### config.mk
export PLATFORM = sky130hd
export DESIGN_NAME = homing_method_selector
export DESIGN_NICKNAME = d
export VERILOG_FILES = /design/src/homing_pkg.sv /design/src/homing_method_selector.sv
export SDC_FILE = /design/constraint.sdc
export NUM_CORES = 1
export LEC_CHECK = 0
export BUFFER_PORTS_ARGS = -buffer_cell sky130_fd_sc_hd__clkbuf_2
export CAP_MARGIN = 20
export CORE_ASPECT_RATIO = 0.9
export CORE_MARGIN = 2
export CORE_UTILIZATION = 40
export CTS_CLUSTER_DIAMETER = 40
export DETAILED_ROUTE_END_ITERATION = 6
export SYNTH_ARGS = -nofsm -noshare
export SYNTH_HDL_FRONTEND = slang
export SYNTH_SLANG_ARGS = --single-unit
export TNS_END_PERCENT = 1
### constraint.sdc
create_clock -name mclk -period 3.1 [get_ports mclk]
set_clock_uncertainty 0.2 [all_clocks]
set_input_delay 0.62 -clock mclk [delete_from_list [all_inputs] [get_ports mclk]]
set_output_delay 0.62 -clock mclk [all_outputs]
set_load 0.02 [all_outputs]
### src/homing_pkg.sv
// homing_pkg: constants, codes and carrier types of the homing method selector
// assumes: single clock domain at 100 MHz, shared by the selector and its register port
`default_nettype none

package homing_pkg;

   // ---------------------------------------------------------------
   // widths
   // ---------------------------------------------------------------
   localparam int POS_W  = 32;                 // position width
   localparam int VEL_W  = 16;                 // velocity width
   localparam int NUM_IN = 7;                  // general digital inputs

   // ---------------------------------------------------------------
   // register offsets (byte addresses, register index = byte address / 4)
   // ---------------------------------------------------------------
   localparam logic [7:0] REG_METHOD   = 8'h00; // method selector
   localparam logic [7:0] REG_OFFSET   = 8'h04; // zero offset value
   localparam logic [7:0] REG_FSEL0    = 8'h08; // input function select, input 0..6 at +4 each
   localparam logic [7:0] REG_VSWITCH  = 8'h24; // switch search velocity
   localparam logic [7:0] REG_VZERO    = 8'h28; // zero search velocity
   localparam logic [7:0] REG_CONTROL  = 8'h2c; // bit11 start homing
   localparam logic [7:0] REG_STATUS   = 8'h30; // status bits
   localparam logic [7:0] REG_POSITION = 8'h34; // reported position

   // ---------------------------------------------------------------
   // input function codes and control bit
   // ---------------------------------------------------------------
   localparam logic [3:0] FSEL_POS_LIMIT = 4'h5;  // positive limit switch
   localparam logic [3:0] FSEL_NEG_LIMIT = 4'h6;  // negative limit switch
   localparam logic [3:0] FSEL_CAM       = 4'ha;  // homing cam
   localparam int         START_BIT      = 11;    // start bit in the control word

   // ---------------------------------------------------------------
   // reset values
   // ---------------------------------------------------------------
   localparam logic signed [7:0] METHOD_RST = 8'sh00;
   localparam logic [VEL_W-1:0]  VEL_RST    = 16'h0000;

   // ---------------------------------------------------------------
   // method codes
   // ---------------------------------------------------------------
   localparam logic signed [7:0] M_INC_POS  = -8'sd7;
   localparam logic signed [7:0] M_INC_NEG  = -8'sd6;
   localparam logic signed [7:0] M_ABS      = -8'sd5;
   localparam logic signed [7:0] M_CONT_FAL = -8'sd4;
   localparam logic signed [7:0] M_CONT_RIS = -8'sd3;
   localparam logic signed [7:0] M_NONE     = -8'sd2;
   localparam logic signed [7:0] M_ZERO     = -8'sd1;
   localparam logic signed [7:0] M_HERE     = 8'sd35;

   // ---------------------------------------------------------------
   // types
   // ---------------------------------------------------------------
   typedef enum logic [2:0] {
      ST_IDLE, ST_SEARCH, ST_APPROACH, ST_INDEX, ST_DONE
   } homeState_t;

   // decoded strategy of one method code
   typedef struct packed {
      logic run;       // movement needed
      logic useLimit;  // search a limit switch
      logic useCam;    // search a cam edge
      logic useIndex;  // zero taken at a zero pulse
      logic dirPos;    // search direction positive
      logic risingEdge;// cam edge polarity
      logic instant;   // set position without movement
      logic zeroPos;   // instant: clear position before the offset
   } methodInfo_t;

   // register port request
   typedef struct packed {
      logic       wr;
      logic       rd;
      logic [7:0] addr;
      logic [31:0] wdata;
   } regReq_t;

   // motion command towards the profile generator
   typedef struct packed {
      logic             move;
      logic             dirPos;
      logic [VEL_W-1:0] vel;
   } motionCmd_t;

endpackage : homing_pkg

`default_nettype wire

### src/homing_method_selector.sv
// homing_method_selector: decodes a signed method code and sequences homing
// assumes: switch and encoder inputs come from pins; position from an encoder on mclk
//
// Decided for this implementation: the register offsets and strobed register access.
`default_nettype none
`timescale 1ns/1ps

// Function
// - cam routable from any of seven inputs
// - input codes 5,6,10 mark limits, cam
// - strategy chosen by signed method code
// - codes -7/-6 distance-coded, positive/negative search
// - code -5: absolute position plus offset
// - absolute homing at power-on, stage off allowed
// - repeated absolute homing keeps position
// - codes -4/-3 cam continuous, treated undefined
// - code -2: only add offset
// - code -2: done at first stage on
// - code -1: position zero, then offset
// - codes 1/2 limit switch plus zero pulse
// - codes 3..6 cam edge plus zero pulse
// - codes 17/18 limit switch, no pulse
// - codes 19..22 cam edge, no pulse
// - codes 33/34 next zero pulse neg/pos
// - code 35: present position becomes reference
// - search speed first, approach speed second
// - index evaluation runs only while needed
module homing_method_selector
   import homing_pkg::*;
#(
   parameter int NIN = homing_pkg::NUM_IN     // number of digital inputs
) (
   // clock and reset
   input  wire logic                          mclk,
   input  wire logic                          rstn,
   // register port
   input  wire logic                          regWr,
   input  wire logic                          regRd,
   input  wire logic [7:0]                    regAddr,
   input  wire logic [31:0]                   regWdata,
   output logic      [31:0]                   regRdata,
   // pins and encoder
   input  wire logic [NIN-1:0]                digitalIn,
   input  wire logic                          indexPulse,
   input  wire logic [homing_pkg::POS_W-1:0]  encoderPos,
   input  wire logic                          powerStageOn,
   // motion and status
   output homing_pkg::motionCmd_t             motion,
   output logic                               indexEnable,
   output logic                               homingDone,
   output logic      [homing_pkg::POS_W-1:0]  actualPos
);
   import homing_pkg::*;

   // ---------------------------------------------------------------
   // state
   // ---------------------------------------------------------------
   typedef struct packed {
      logic signed [7:0]       method;    // method selector
      logic [POS_W-1:0]        offset;    // zero offset value
      logic [NIN-1:0][3:0]     fsel;      // input function select
      logic [VEL_W-1:0]        vSwitch;   // switch search velocity
      logic [VEL_W-1:0]        vZero;     // zero search velocity
      logic [31:0]             rdata;     // read data
      homeState_t              st;        // sequencer state
      logic [POS_W-1:0]        pos;       // reported position
      logic                    relOrigin; // origin relative to encoder
      logic [POS_W-1:0]        base;      // encoder value at zero
      logic                    done;      // homing completed
      logic                    stagePrev; // last power stage level
      logic                    powerUp;   // power-on homing still pending
      logic                    camPrev;   // last cam level
      logic                    idxPrev;   // last index level
      logic [NIN-1:0]          in1;       // synchroniser stage 1
      logic [NIN-1:0]          in2;       // synchroniser stage 2
      logic [2:0]              ctl1;      // index, stage stage 1
      logic [2:0]              ctl2;      // stage 2
      motionCmd_t              mot;
      logic                    idxEn;
   } state_t;

   state_t stQ, stD;

   // ---------------------------------------------------------------
   // method decode
   // ---------------------------------------------------------------
   function automatic methodInfo_t decodeMethod(input logic signed [7:0] m);
      methodInfo_t i;
      i = '0;
      if (m == M_INC_POS || m == M_INC_NEG) begin
         i.run = 1'b1; i.useIndex = 1'b1; i.dirPos = (m == M_INC_POS);
      end else if (m == M_ABS || m == M_NONE) begin
         i.instant = 1'b1;
      end else if (m == M_ZERO || m == M_HERE) begin
         i.instant = 1'b1; i.zeroPos = 1'b1;
      end else if (m == 8'sd1 || m == 8'sd2 || m == 8'sd17 || m == 8'sd18) begin
         i.run = 1'b1; i.useLimit = 1'b1;
         i.dirPos = (m == 8'sd2 || m == 8'sd18);
         i.useIndex = (m < 8'sd17);
      end else if ((m >= 8'sd3 && m <= 8'sd6) || (m >= 8'sd19 && m <= 8'sd22)) begin
         i.run = 1'b1; i.useCam = 1'b1;
         i.useIndex = (m <= 8'sd6);
         i.dirPos = (m == 8'sd3 || m == 8'sd4 || m == 8'sd19 || m == 8'sd20);
         i.risingEdge = m[0] == 1'b0;
      end else if (m == 8'sd33 || m == 8'sd34) begin
         i.run = 1'b1; i.useIndex = 1'b1; i.dirPos = (m == 8'sd34);
      end
      // codes -4/-3, 0, 7..16, 23..32 stay all zero: no run
      return i;
   endfunction

   // whether any input carrying a given function is high
   function automatic logic anyFunc(input logic [NIN-1:0][3:0] f,
                                    input logic [NIN-1:0] lv, input logic [3:0] code);
      logic r;
      r = 1'b0;
      for (int k = 0; k < NIN; k++) begin
         if (f[k] == code && lv[k]) begin
            r = 1'b1;
         end
      end
      return r;
   endfunction

   methodInfo_t mi;
   logic        camLvl, posLim, negLim, idxSync, stageSync, startReq, hit;

   // ---------------------------------------------------------------
   // next state
   // ---------------------------------------------------------------
   always_comb begin
      stD       = stQ;
      mi        = decodeMethod(stQ.method);
      camLvl    = anyFunc(stQ.fsel, stQ.in2, FSEL_CAM);
      posLim    = anyFunc(stQ.fsel, stQ.in2, FSEL_POS_LIMIT);
      negLim    = anyFunc(stQ.fsel, stQ.in2, FSEL_NEG_LIMIT);
      idxSync   = stQ.ctl2[0];
      stageSync = stQ.ctl2[1];
      startReq  = 1'b0;
      hit       = 1'b0;
      // synchronisers
      stD.in1   = digitalIn;
      stD.in2   = stQ.in1;
      stD.ctl1  = {1'b0, powerStageOn, indexPulse};
      stD.ctl2  = stQ.ctl1;
      stD.camPrev   = camLvl;
      stD.idxPrev   = idxSync;
      stD.stagePrev = stageSync;
      // register writes
      if (regWr) begin
         if (regAddr == REG_METHOD) begin
            stD.method = regWdata[7:0];
         end else if (regAddr == REG_OFFSET) begin
            stD.offset = regWdata;
         end else if (regAddr == REG_VSWITCH) begin
            stD.vSwitch = regWdata[VEL_W-1:0];
         end else if (regAddr == REG_VZERO) begin
            stD.vZero = regWdata[VEL_W-1:0];
         end else if (regAddr == REG_CONTROL) begin
            startReq    = regWdata[START_BIT];
            stD.powerUp = 1'b0;                             // a command ends the power-on phase
         end else if (regAddr >= REG_FSEL0 && regAddr < REG_VSWITCH
                      && regAddr[1:0] == 2'b00) begin
            stD.fsel[3'((regAddr - REG_FSEL0) >> 2)] = regWdata[3:0];
         end
      end
      // register reads, data valid one cycle later
      stD.rdata = 32'h0000_0000;
      if (regRd) begin
         if (regAddr == REG_METHOD) begin
            stD.rdata = {{24{stQ.method[7]}}, stQ.method};
         end else if (regAddr == REG_OFFSET) begin
            stD.rdata = stQ.offset;
         end else if (regAddr == REG_VSWITCH) begin
            stD.rdata = {16'h0000, stQ.vSwitch};
         end else if (regAddr == REG_VZERO) begin
            stD.rdata = {16'h0000, stQ.vZero};
         end else if (regAddr == REG_STATUS) begin
            stD.rdata = {26'h0, stQ.idxEn, stQ.mot.move, camLvl, negLim, posLim, stQ.done};
         end else if (regAddr == REG_POSITION) begin
            stD.rdata = stQ.pos;
         end else if (regAddr >= REG_FSEL0 && regAddr < REG_VSWITCH
                      && regAddr[1:0] == 2'b00) begin
            stD.rdata = {28'h0, stQ.fsel[3'((regAddr - REG_FSEL0) >> 2)]};
         end
      end
      // power-on absolute homing needs no power stage and no command: the request stays
      // pending from reset until the first control write, and fires once the method holds -5, so
      // a configuration loaded after power-on still homes by itself
      if (stQ.powerUp && stQ.method == M_ABS) begin
         stD.powerUp = 1'b0;
         startReq    = 1'b1;
      end
      // first switch-on of the stage with code -2
      if (stQ.method == M_NONE && stageSync && !stQ.stagePrev && !stQ.done) begin
         startReq = 1'b1;
      end
      // reported position follows the encoder against the origin
      stD.pos = stQ.relOrigin ? encoderPos - stQ.base + stQ.offset : stQ.pos;
      // sequencer
      case (stQ.st)
         ST_IDLE, ST_DONE: begin
            if (startReq) begin
               stD.done = 1'b0;
               if (mi.instant) begin
                  stD.relOrigin = 1'b1;
                  stD.base      = mi.zeroPos ? encoderPos : {POS_W{1'b0}};
                  stD.pos       = mi.zeroPos ? stQ.offset : encoderPos + stQ.offset;
                  stD.done      = 1'b1;
                  stD.st        = ST_DONE;
               end else if (mi.run) begin
                  stD.st = (mi.useLimit || mi.useCam) ? ST_SEARCH : ST_INDEX;
               end else begin
                  stD.st = ST_IDLE;
               end
            end
         end
         ST_SEARCH: begin
            // hit the switch or the chosen cam edge
            if (mi.useLimit) begin
               hit = mi.dirPos ? posLim : negLim;
            end else begin
               hit = mi.risingEdge ? (camLvl && !stQ.camPrev) : (!camLvl && stQ.camPrev);
            end
            if (hit) begin
               stD.st = mi.useIndex ? ST_INDEX : ST_APPROACH;
            end
         end
         ST_APPROACH, ST_INDEX: begin
            // zero at the switch point, or at the next zero pulse
            if (stQ.st == ST_APPROACH || (idxSync && !stQ.idxPrev)) begin
               stD.relOrigin = 1'b1;
               stD.base      = encoderPos;
               stD.pos       = stQ.offset;
               stD.done      = 1'b1;
               stD.st        = ST_DONE;
            end
         end
         default: stD.st = ST_IDLE;
      endcase
      // motion command towards the profile generator
      stD.mot.move   = (stD.st == ST_SEARCH) || (stD.st == ST_INDEX);
      // after a switch or cam the zero pulse is sought on the way back; pure zero-pulse
      // and distance-coded methods keep their own direction
      stD.mot.dirPos = (stD.st == ST_SEARCH) ? mi.dirPos
                                             : mi.dirPos ^ (mi.useLimit || mi.useCam);
      stD.mot.vel    = (stD.st == ST_SEARCH && (mi.useLimit || mi.useCam)) ? stQ.vSwitch : stQ.vZero;
      stD.idxEn      = (stD.st == ST_INDEX) && mi.useIndex;
   end

   // ---------------------------------------------------------------
   // state register
   // ---------------------------------------------------------------
   always_ff @(posedge mclk or negedge rstn) begin
      if (!rstn) begin
         stQ         <= '0;
         stQ.method  <= METHOD_RST;
         stQ.vSwitch <= VEL_RST;
         stQ.vZero   <= VEL_RST;
         stQ.st      <= ST_IDLE;
         stQ.powerUp <= 1'b1;
      end else begin
         stQ <= stD;
      end
   end

   // outputs straight from flip-flops
   assign regRdata    = stQ.rdata;
   assign motion      = stQ.mot;
   assign indexEnable = stQ.idxEn;
   assign homingDone  = stQ.done;
   assign actualPos   = stQ.pos;
endmodule : homing_method_selector // homing_method_selector

`default_nettype wire

* Word-level counts from Yosys, hierarchy flattened
Index checks and enable logic that the tools add are counted.
** Storage, ports and cells
- Register bits :: 242
- Logic and storage cells :: 264
- Input bits :: 85
** Cells by class
- Reductions and logical operators :: 71
- Add/sub/neg operators :: 4
- Multiplexer cells :: 88
- Magnitude comparators :: 9
- Eq/ne operators :: 56
- Bitwise gates (word level) :: 7
** Operators with widths (count)
- $mux W32 :: 10
- $mux W69 :: 2
- $pmux W66 S2 :: 1
- $eq A8 B6 Y1 const B :: 9
- $mux W66 :: 1
- $add A32 B32 Y32 :: 2
- $eq A4 B3 Y1 const B :: 14
- $mux W1 :: 53
- $logic_and A1 B1 Y1 :: 35
- $eq A8 B4 Y1 const B :: 4
- $sub A32 B32 Y32 :: 1
- $bwmux W28 :: 1
- $eq A4 B4 Y1 const B :: 7
- $eq A8 B3 Y1 const B :: 3
- $eq A8 B7 Y1 const B :: 3
- $eq A8 B2 Y1 const B :: 2
- $lt A8 B6 Y1 const B :: 2
- $mux W16 :: 1
- $mux W2 :: 8
- $logic_or A1 B1 Y1 :: 15
- $bmux W4 S3 :: 1
- $demux W4 S3 :: 1
- $mux W4 :: 3
- $mux W6 :: 2
- 30 further kinds :: 54

* Depth between registers and ports, before layout
Gate-level depths: netlist of run 1.
- Word-level depth :: 19
- Depth in mapped cells :: 14
- Gate-level depth less buffers :: 14

* Least setup slack after synthesis of run 1
No wires, ideal clock.
- Kind :: input-to-reg
- From :: input port encoderPos[20] (netlist name)
- To :: register stQ (netlist bit actualPos[29])
- Stages :: 14
- Arrival time :: 3.328 ns
- Required time :: 2.768 ns
- Setup slack :: -0.561 ns
- Cell sequence :: inv_1 > fa_1 > inv_1 > ha_1 > clkbuf_1 > a21o_1 > a21o_1 > a2111oi_0 > o21ai_0 > a22oi_1 > o21ai_1 > a21oi_1 > mux2i_1 > o21ai_0
** RTL lines
- from (decl) :: line homing_method_selector.sv:45 : input wire logic [homing_pkg::POS_W-1:0] encoderPos,
- to (signal assigned) :: line homing_method_selector.sv:263 : stQ <= stD;
- to (decl) :: line homing_method_selector.sv:82 : state_t stQ, stD;

==> reports/results.tsv, run 1 <==
metric	value	unit
drt_first_pass_iters	7	
clk_latency	0.61	ns
syn_area	15600	sq um
drt-total-wl	49900	um
power.density	539	nW/um^2
drtIter0Drc	978	
ys_top_cells_by_count	241 x dfrtp_1, 143 x inv_1, 115 x mux2_2	
syn_inst	1541	
r2r_slack	-0.33	ns
routed_via_density	5.36	
drive_above_1_share	0.385	
ff2ff_path_depth	14	
regToRegEndpoint	actualPos[30]	
timing.final.hold_violations	0	
grt_first_pass_wirelength	77300	um
coreArea	38400	sq um
synth_top_area_share	0.386	
worst_hold_slack	0.0708	ns
track_usage	0.250	
max-cap-violations	0	
relSlewSlack	0.570	
wl_met3	3740	um
port-buffer-count	168	
wl_per_cell	20.0	um
grt_pass1_vias	13629	
wl_met2	21200	um
wl_met1	23500	um
tightest_slew	0.644	ns
status	finished with violations	
detail-route-antenna-nets	0	
endpoint_kind	flip-flop	
crit_path_start_kind	flip-flop	
finalCritPeriodShare	1.11	
die_w	212	um
clk_pin_slew	0.06	ns
async_flop_share	1.00	
cts_max_level	2	
synth_ff_type	dfrtp_1	
antenna_found_initial	4	
worstHoldPathCells	2	
synth_seq_cells	242	
gp_congestion	0.924	
cts-buffers-inserted	45	
max_freq	0.292	GHz
worstPathArrival	3.66	ns
syn_area_per_cell	10.1	sq um
setup_viol	23	
hp-class	in2reg	
start_util	0.407	
synth.distinct_cells	84	
synth_area_leaders	dfrtp_1 39%, mux2_2 8.3%, ha_1 5.4%	
drc	0	
yosysTopAreaCell	dfrtp_1	
required	3.33	ns
vias	13342	
nNetsFinal	2113	
grt_max_degree	76	
synth_edf_count	0	
fin_crit	3.43	ns
p_leak	0.0104	uW
highest_layer	met5	
yosys_warnings	0	
ys_seq_area_frac	0.388	
crit_fanout	6	
drv_slew	0	
rsz0062_at_grt	true	
dp_hpwl	37300	um
synth_nets	1725	
fin_total_pwr	11200	uW
pin_count	169	
synth_most_common_cell	dfrtp_1	
hp-start	regWdata[22]	
die_h	191	um
violations	negative setup slack	
rows	68	
dieArea	40600	sq um
cts.sinks	242	
critPathKind	reg2reg	
worst_slack	-0.329	ns
whs_endpoint	stQ[226]	
cts_tree	yes	
ir_worst_vdd	0.000420	V
globalRouteOverflowTotal	0	
synthToLayoutAreaGrowth	32.6	%
cts_root_buffer	clkbuf_16	
tns	-3.41	ns
fillers	3388	
r2r-start	stQ[221]	
cts.path.max_buffers	3	
state kept, by name (all words and copies together), names as in the netlist:
signal and count:
idxSync 1, actualPos 32, stQ 147, motion 18, homingDone 1, regRdata 32, indexEnable 1, stD 10
where the power goes:
group | internal, uW | switching, uW | leakage, uW
registers | 3390 | 255 | 0.00315
clock network | 3350 | 1940 | 0.000794
logic | 1010 | 1210 | 0.00642
total | 7760 | 3410 | 0.0104
cells in the final DEF, fill, tap and decap left out, types with 16 or more instances in the layout:
master	count
a221oi_1	35
nor2_1	81
dfrtp_1	238
a22oi_1	17
nor3_1	19
a21oi_1	79
xnor2_1	28
xor2_1	20
nor2b_1	16
o21ai_0	61
inv_1	138
nand2b_1	21
a21o_1	30
fa_1	30
clkbuf_2	167
ha_1	58
mux2_2	115
clkbuf_16	45
mux2i_1	33
a22o_1	33
nand2_1	67
buf_4	292
final cells by class:
class | instances | area [sq um] | area share
multi-input cells | 1014 | 8420 | 0.407
flip-flops and latches | 242 | 6060 | 0.293
diodes | 1 | 2.50 | 0.000121
clock buffers | 52 | 1190 | 0.0576
clock inverters | 30 | 444 | 0.0215
inverters | 144 | 548 | 0.0265
well taps | 525 | 657 | 0.0317
repair buffers | 482 | 3370 | 0.163
worst max path at each step:
| stage | from | cells after the start | slack (ns) | to |
|---|---|---|---|---|
| finish | stQ[221] | 14 | -0.33 | actualPos[30] |
| floorplan | encoderPos[17] | 14 | -0.34 | actualPos[30] |
| CTS | stQ[205] | 14 | -0.30 | actualPos[30] |
| detailed placement | encoderPos[1] | 15 | -0.91 | actualPos[30] |
| global route | stQ[221] | 14 | -0.47 | actualPos[30] |
| global placement | encoderPos[1] | 15 | -0.84 | actualPos[30] |
worst max-delay path, stage by stage (launching register included):
cell	delay, ns
dfrtp_1	0.35
inv_1	0.06
fa_1	0.54
inv_1	0.07
ha_4	0.24
buf_4	0.15
a311oi_2	0.29
o21bai_1	0.15
a21oi_2	0.20
a211oi_2	0.09
buf_4	0.16
o31a_1	0.30
o21ai_2	0.14
mux2i_1	0.21
o221ai_1	0.14
cell families (layout without fill, tap and decap cells):
| logic type | Yosys count | in the layout | synth area share |
|---|---|---|---|
| other | 0 | 1 | 0 |
| AO/OA/AOI/OAI | 394 | 394 | 0.173 |
| adder cells (fa/ha/maj) | 99 | 99 | 0.0948 |
| multiplexers | 163 | 163 | 0.120 |
| AND/OR/NAND/NOR | 306 | 306 | 0.103 |
| buffers and inverters | 285 | 708 | 0.0914 |
| flip-flops | 242 | 242 | 0.388 |
| XOR/XNOR | 52 | 52 | 0.0292 |
per-stage QoR:
stage	area [sq um]	utilization	cells	worst slack, ns
after floorplan	15700	-	1541	-0.339
after global placement	18700	0.487	2393	-0.841
after detailed placement	18700	0.487	2393	-0.913
after CTS	20600	0.538	2488	-0.296
after global routing	20700	0.539	2490	-0.467
final	20700	0.539	2490	-0.329
layer usage:
metal  vias up  GRT usage
li1       6239          -
met1      6566      0.362
met2       434      0.367
met3        97     0.0568
met4         6     0.0847
met5         -          0
repair_timing:
action,CTS,global route
buffers inserted,3,1
hold endpoints to repair,78,0
endpoints found under the setup margin,40,43
pin swaps,30,5
resized for setup,49,9
hold buffers,10,0
(Power assumes the default switching activity.)
==> run 2: changes to the inputs <==
Settings changed: SETUP_SLACK_MARGIN set to 0.05, SLEW_MARGIN set to 20.
==> run 2 against run 1 <==
The flow still finishes with violations (negative setup slack). Core utilization about the same. Largest cell class unchanged. Wire length barely moved. Via count grew 0.10%. Die area unchanged. First-iteration DRC count increased by 10%. Clock power about the same. Register-to-register slack barely moved. Global-route usage barely moved.
==> reports/results.tsv, run 2 (synthesis gave the netlist of run 1 again) <==
metric	value	unit	change
dp_hpwl	37300	um	unchanged
gp_congestion	0.924		unchanged
track_usage	0.250		about the same
nNetsFinal	2113		unchanged
fin_crit	3.42	ns	was 3.43 ns
detail-route-antenna-nets	0		unchanged
r2r_slack	-0.32	ns	was -0.33 ns
p_int	7760	uW	about the same
r2r-start	stQ[221]		unchanged
drt_first_pass_iters	7		unchanged
crit_path_max_incr_delay	0.54	ns	about the same
mostFrequentLayoutCell	buf_4		unchanged
power.density	539	nW/um^2	about the same
ir_worst_vdd	0.000420	V	about the same
cts_max_level	2		unchanged
drt-total-wl	49900	um	about the same
hp-start	regWdata[22]		unchanged
fin_total_pwr	11200	uW	about the same
dieArea	40600	sq um	unchanged
rsz0062_at_grt	true		unchanged
antenna_found_initial	4		unchanged
port-buffer-count	168		unchanged
p_leak	0.0104	uW	about the same
grt_max_degree	76		unchanged
finalCritPeriodShare	1.10		was 1.11
fin_util	0.540		was 0.539
ff2ff_path_depth	14		unchanged
routed_via_density	5.36		about the same
required	3.33	ns	about the same
grt_pass1_vias	13639		was 13629
timing.final.hold_violations	0		unchanged
regMostFlops	stQ		unchanged
rows	68		unchanged
clk_latency	0.61	ns	about the same
status	finished with violations		unchanged
max-cap-violations	0		unchanged
drc	0		unchanged
p_clk_frac	0.474		about the same
p_sw	3410	uW	about the same
start_util	0.407		unchanged
tightest_slew	0.657	ns	was 0.644 ns
combPwrFrac	0.200		was 0.199
worstHoldPathCells	2		unchanged
drtIter0Drc	1078		was 978
cts.path.max_buffers	3		unchanged
grt_first_pass_wirelength	77300	um	about the same
die_w	212	um	unchanged
worst_hold_slack	0.0712	ns	was 0.0708 ns
wl_per_cell	20.0	um	about the same
critPathSlowestCell	fa_1		unchanged
worstPathArrival	3.65	ns	was 3.66 ns
crit_fanout	6		unchanged
cts_tree	yes		unchanged
setup_viol	19		was 23
tns	-3.33	ns	was -3.41 ns
final_area	20700	sq um	about the same
worst_slack	-0.323	ns	was -0.329 ns
whs_endpoint	stQ[226]		unchanged
crit_path_start_kind	flip-flop		unchanged
cts_root_buffer	clkbuf_16		unchanged
relSlewSlack	0.562		was 0.570
globalRouteOverflowTotal	0		unchanged
cts-buffers-inserted	45		unchanged
die_h	191	um	unchanged
cts.sinks	242		unchanged
drive_above_1_share	0.386		was 0.385
vias	13356		was 13342
power_frac_seq	0.327		about the same
hp-class	in2reg		unchanged
placedInstanceArea	18700	sq um	unchanged
pin_count	169		unchanged
layout_common_cells	292 x buf_4, 238 x dfrtp_1, 167 x clkbuf_2		unchanged
violations	negative setup slack		unchanged
endpoint_kind	flip-flop		unchanged
critPathKind	reg2reg		unchanged
p_sw_frac	0.305		about the same
largest_register_ffs	147		unchanged
crit_chain	inv_1 > fa_1 > inv_1 > ha_4 > buf_4 > a311oi_2 > o21bai_1 > a21oi_2 > a211oi_2 > buf_4 > o31a_1 > o21ai_2 > mux2i_1 > o221ai_1		unchanged
coreArea	38400	sq um	unchanged
clk_pin_slew	0.06	ns	about the same
drv_slew	0		unchanged
regToRegEndpoint	actualPos[30]		unchanged
synthToLayoutAreaGrowth	32.7	%	was 32.6%
max_freq	0.292	GHz	about the same
-- run 2: area by class of cell --
| type | instances | area [sq um] |
|---|---|---|
| Fill cell | 3387 | 17700 |
| Antenna cell | 1 | 2.50 |
| Multi-Input combinational cell | 1014 | 8430 |
| Clock inverter | 30 | 444 |
| Clock buffer | 52 | 1190 |
| Timing Repair Buffer | 482 | 3370 |
| Tap cell | 525 | 657 |
| Sequential cell | 242 | 6060 |
| Inverter | 144 | 548 |
-- run 2: worst max path at each step --
stage	startpoint	to	slack (ns)	cells after the start
5_1_grt	stQ[221]	actualPos[30]	-0.47	14
6_report	stQ[221]	actualPos[30]	-0.32	14
4_1_cts	stQ[205]	actualPos[30]	-0.30	14
2_1_floorplan	encoderPos[17]	actualPos[30]	-0.34	14
3_5_place_dp	encoderPos[1]	actualPos[30]	-0.91	15
3_3_place_gp	encoderPos[1]	actualPos[30]	-0.84	15
-- run 2: critical path, delay by kind of cell, from the launching register on --
family          cells  cell delay (ns)
buf+inv             4             0.44
compound gates      7             1.31
fa+ha+maj           2             0.78
flops               1             0.35
mux                 1             0.21
-- run 2: power by group through the flow --
stage               logic [uW]  clock network [uW]  registers (uW)
floorplan                 1370                   0            3580
global placement          2070                   0            3690
detailed placement        2100                   0            3690
CTS                       2200                5390            3640
global route              2430                5540            3670
finish                    2230                5290            3650
-- run 2: routing by layer --
layer  wire length [um]  track usage  vias to the layer above
li1                   -            -                     6247
met1              23500        0.361                     6570
met2              21200        0.367                      441
met3               3800       0.0568                       92
met4               1410       0.0853                        6
met5                 47            0                        -
-- run 2: what timing repair did --
item	in CTS	in global routing
hold buffers	10	0
pin swaps	32	5
endpoints found under the setup margin	41	48
resized for setup	56	9
hold endpoints to repair	78	0
buffers inserted	3	1
-- run 2: stage by stage --
step / std cells / worst slack (ns)
2_1_floorplan: 1541 / -0.339
3_3_place_gp: 2393 / -0.841
3_5_place_dp: 2393 / -0.913
4_1_cts: 2488 / -0.296
5_1_grt: 2490 / -0.467
6_report: 2490 / -0.323
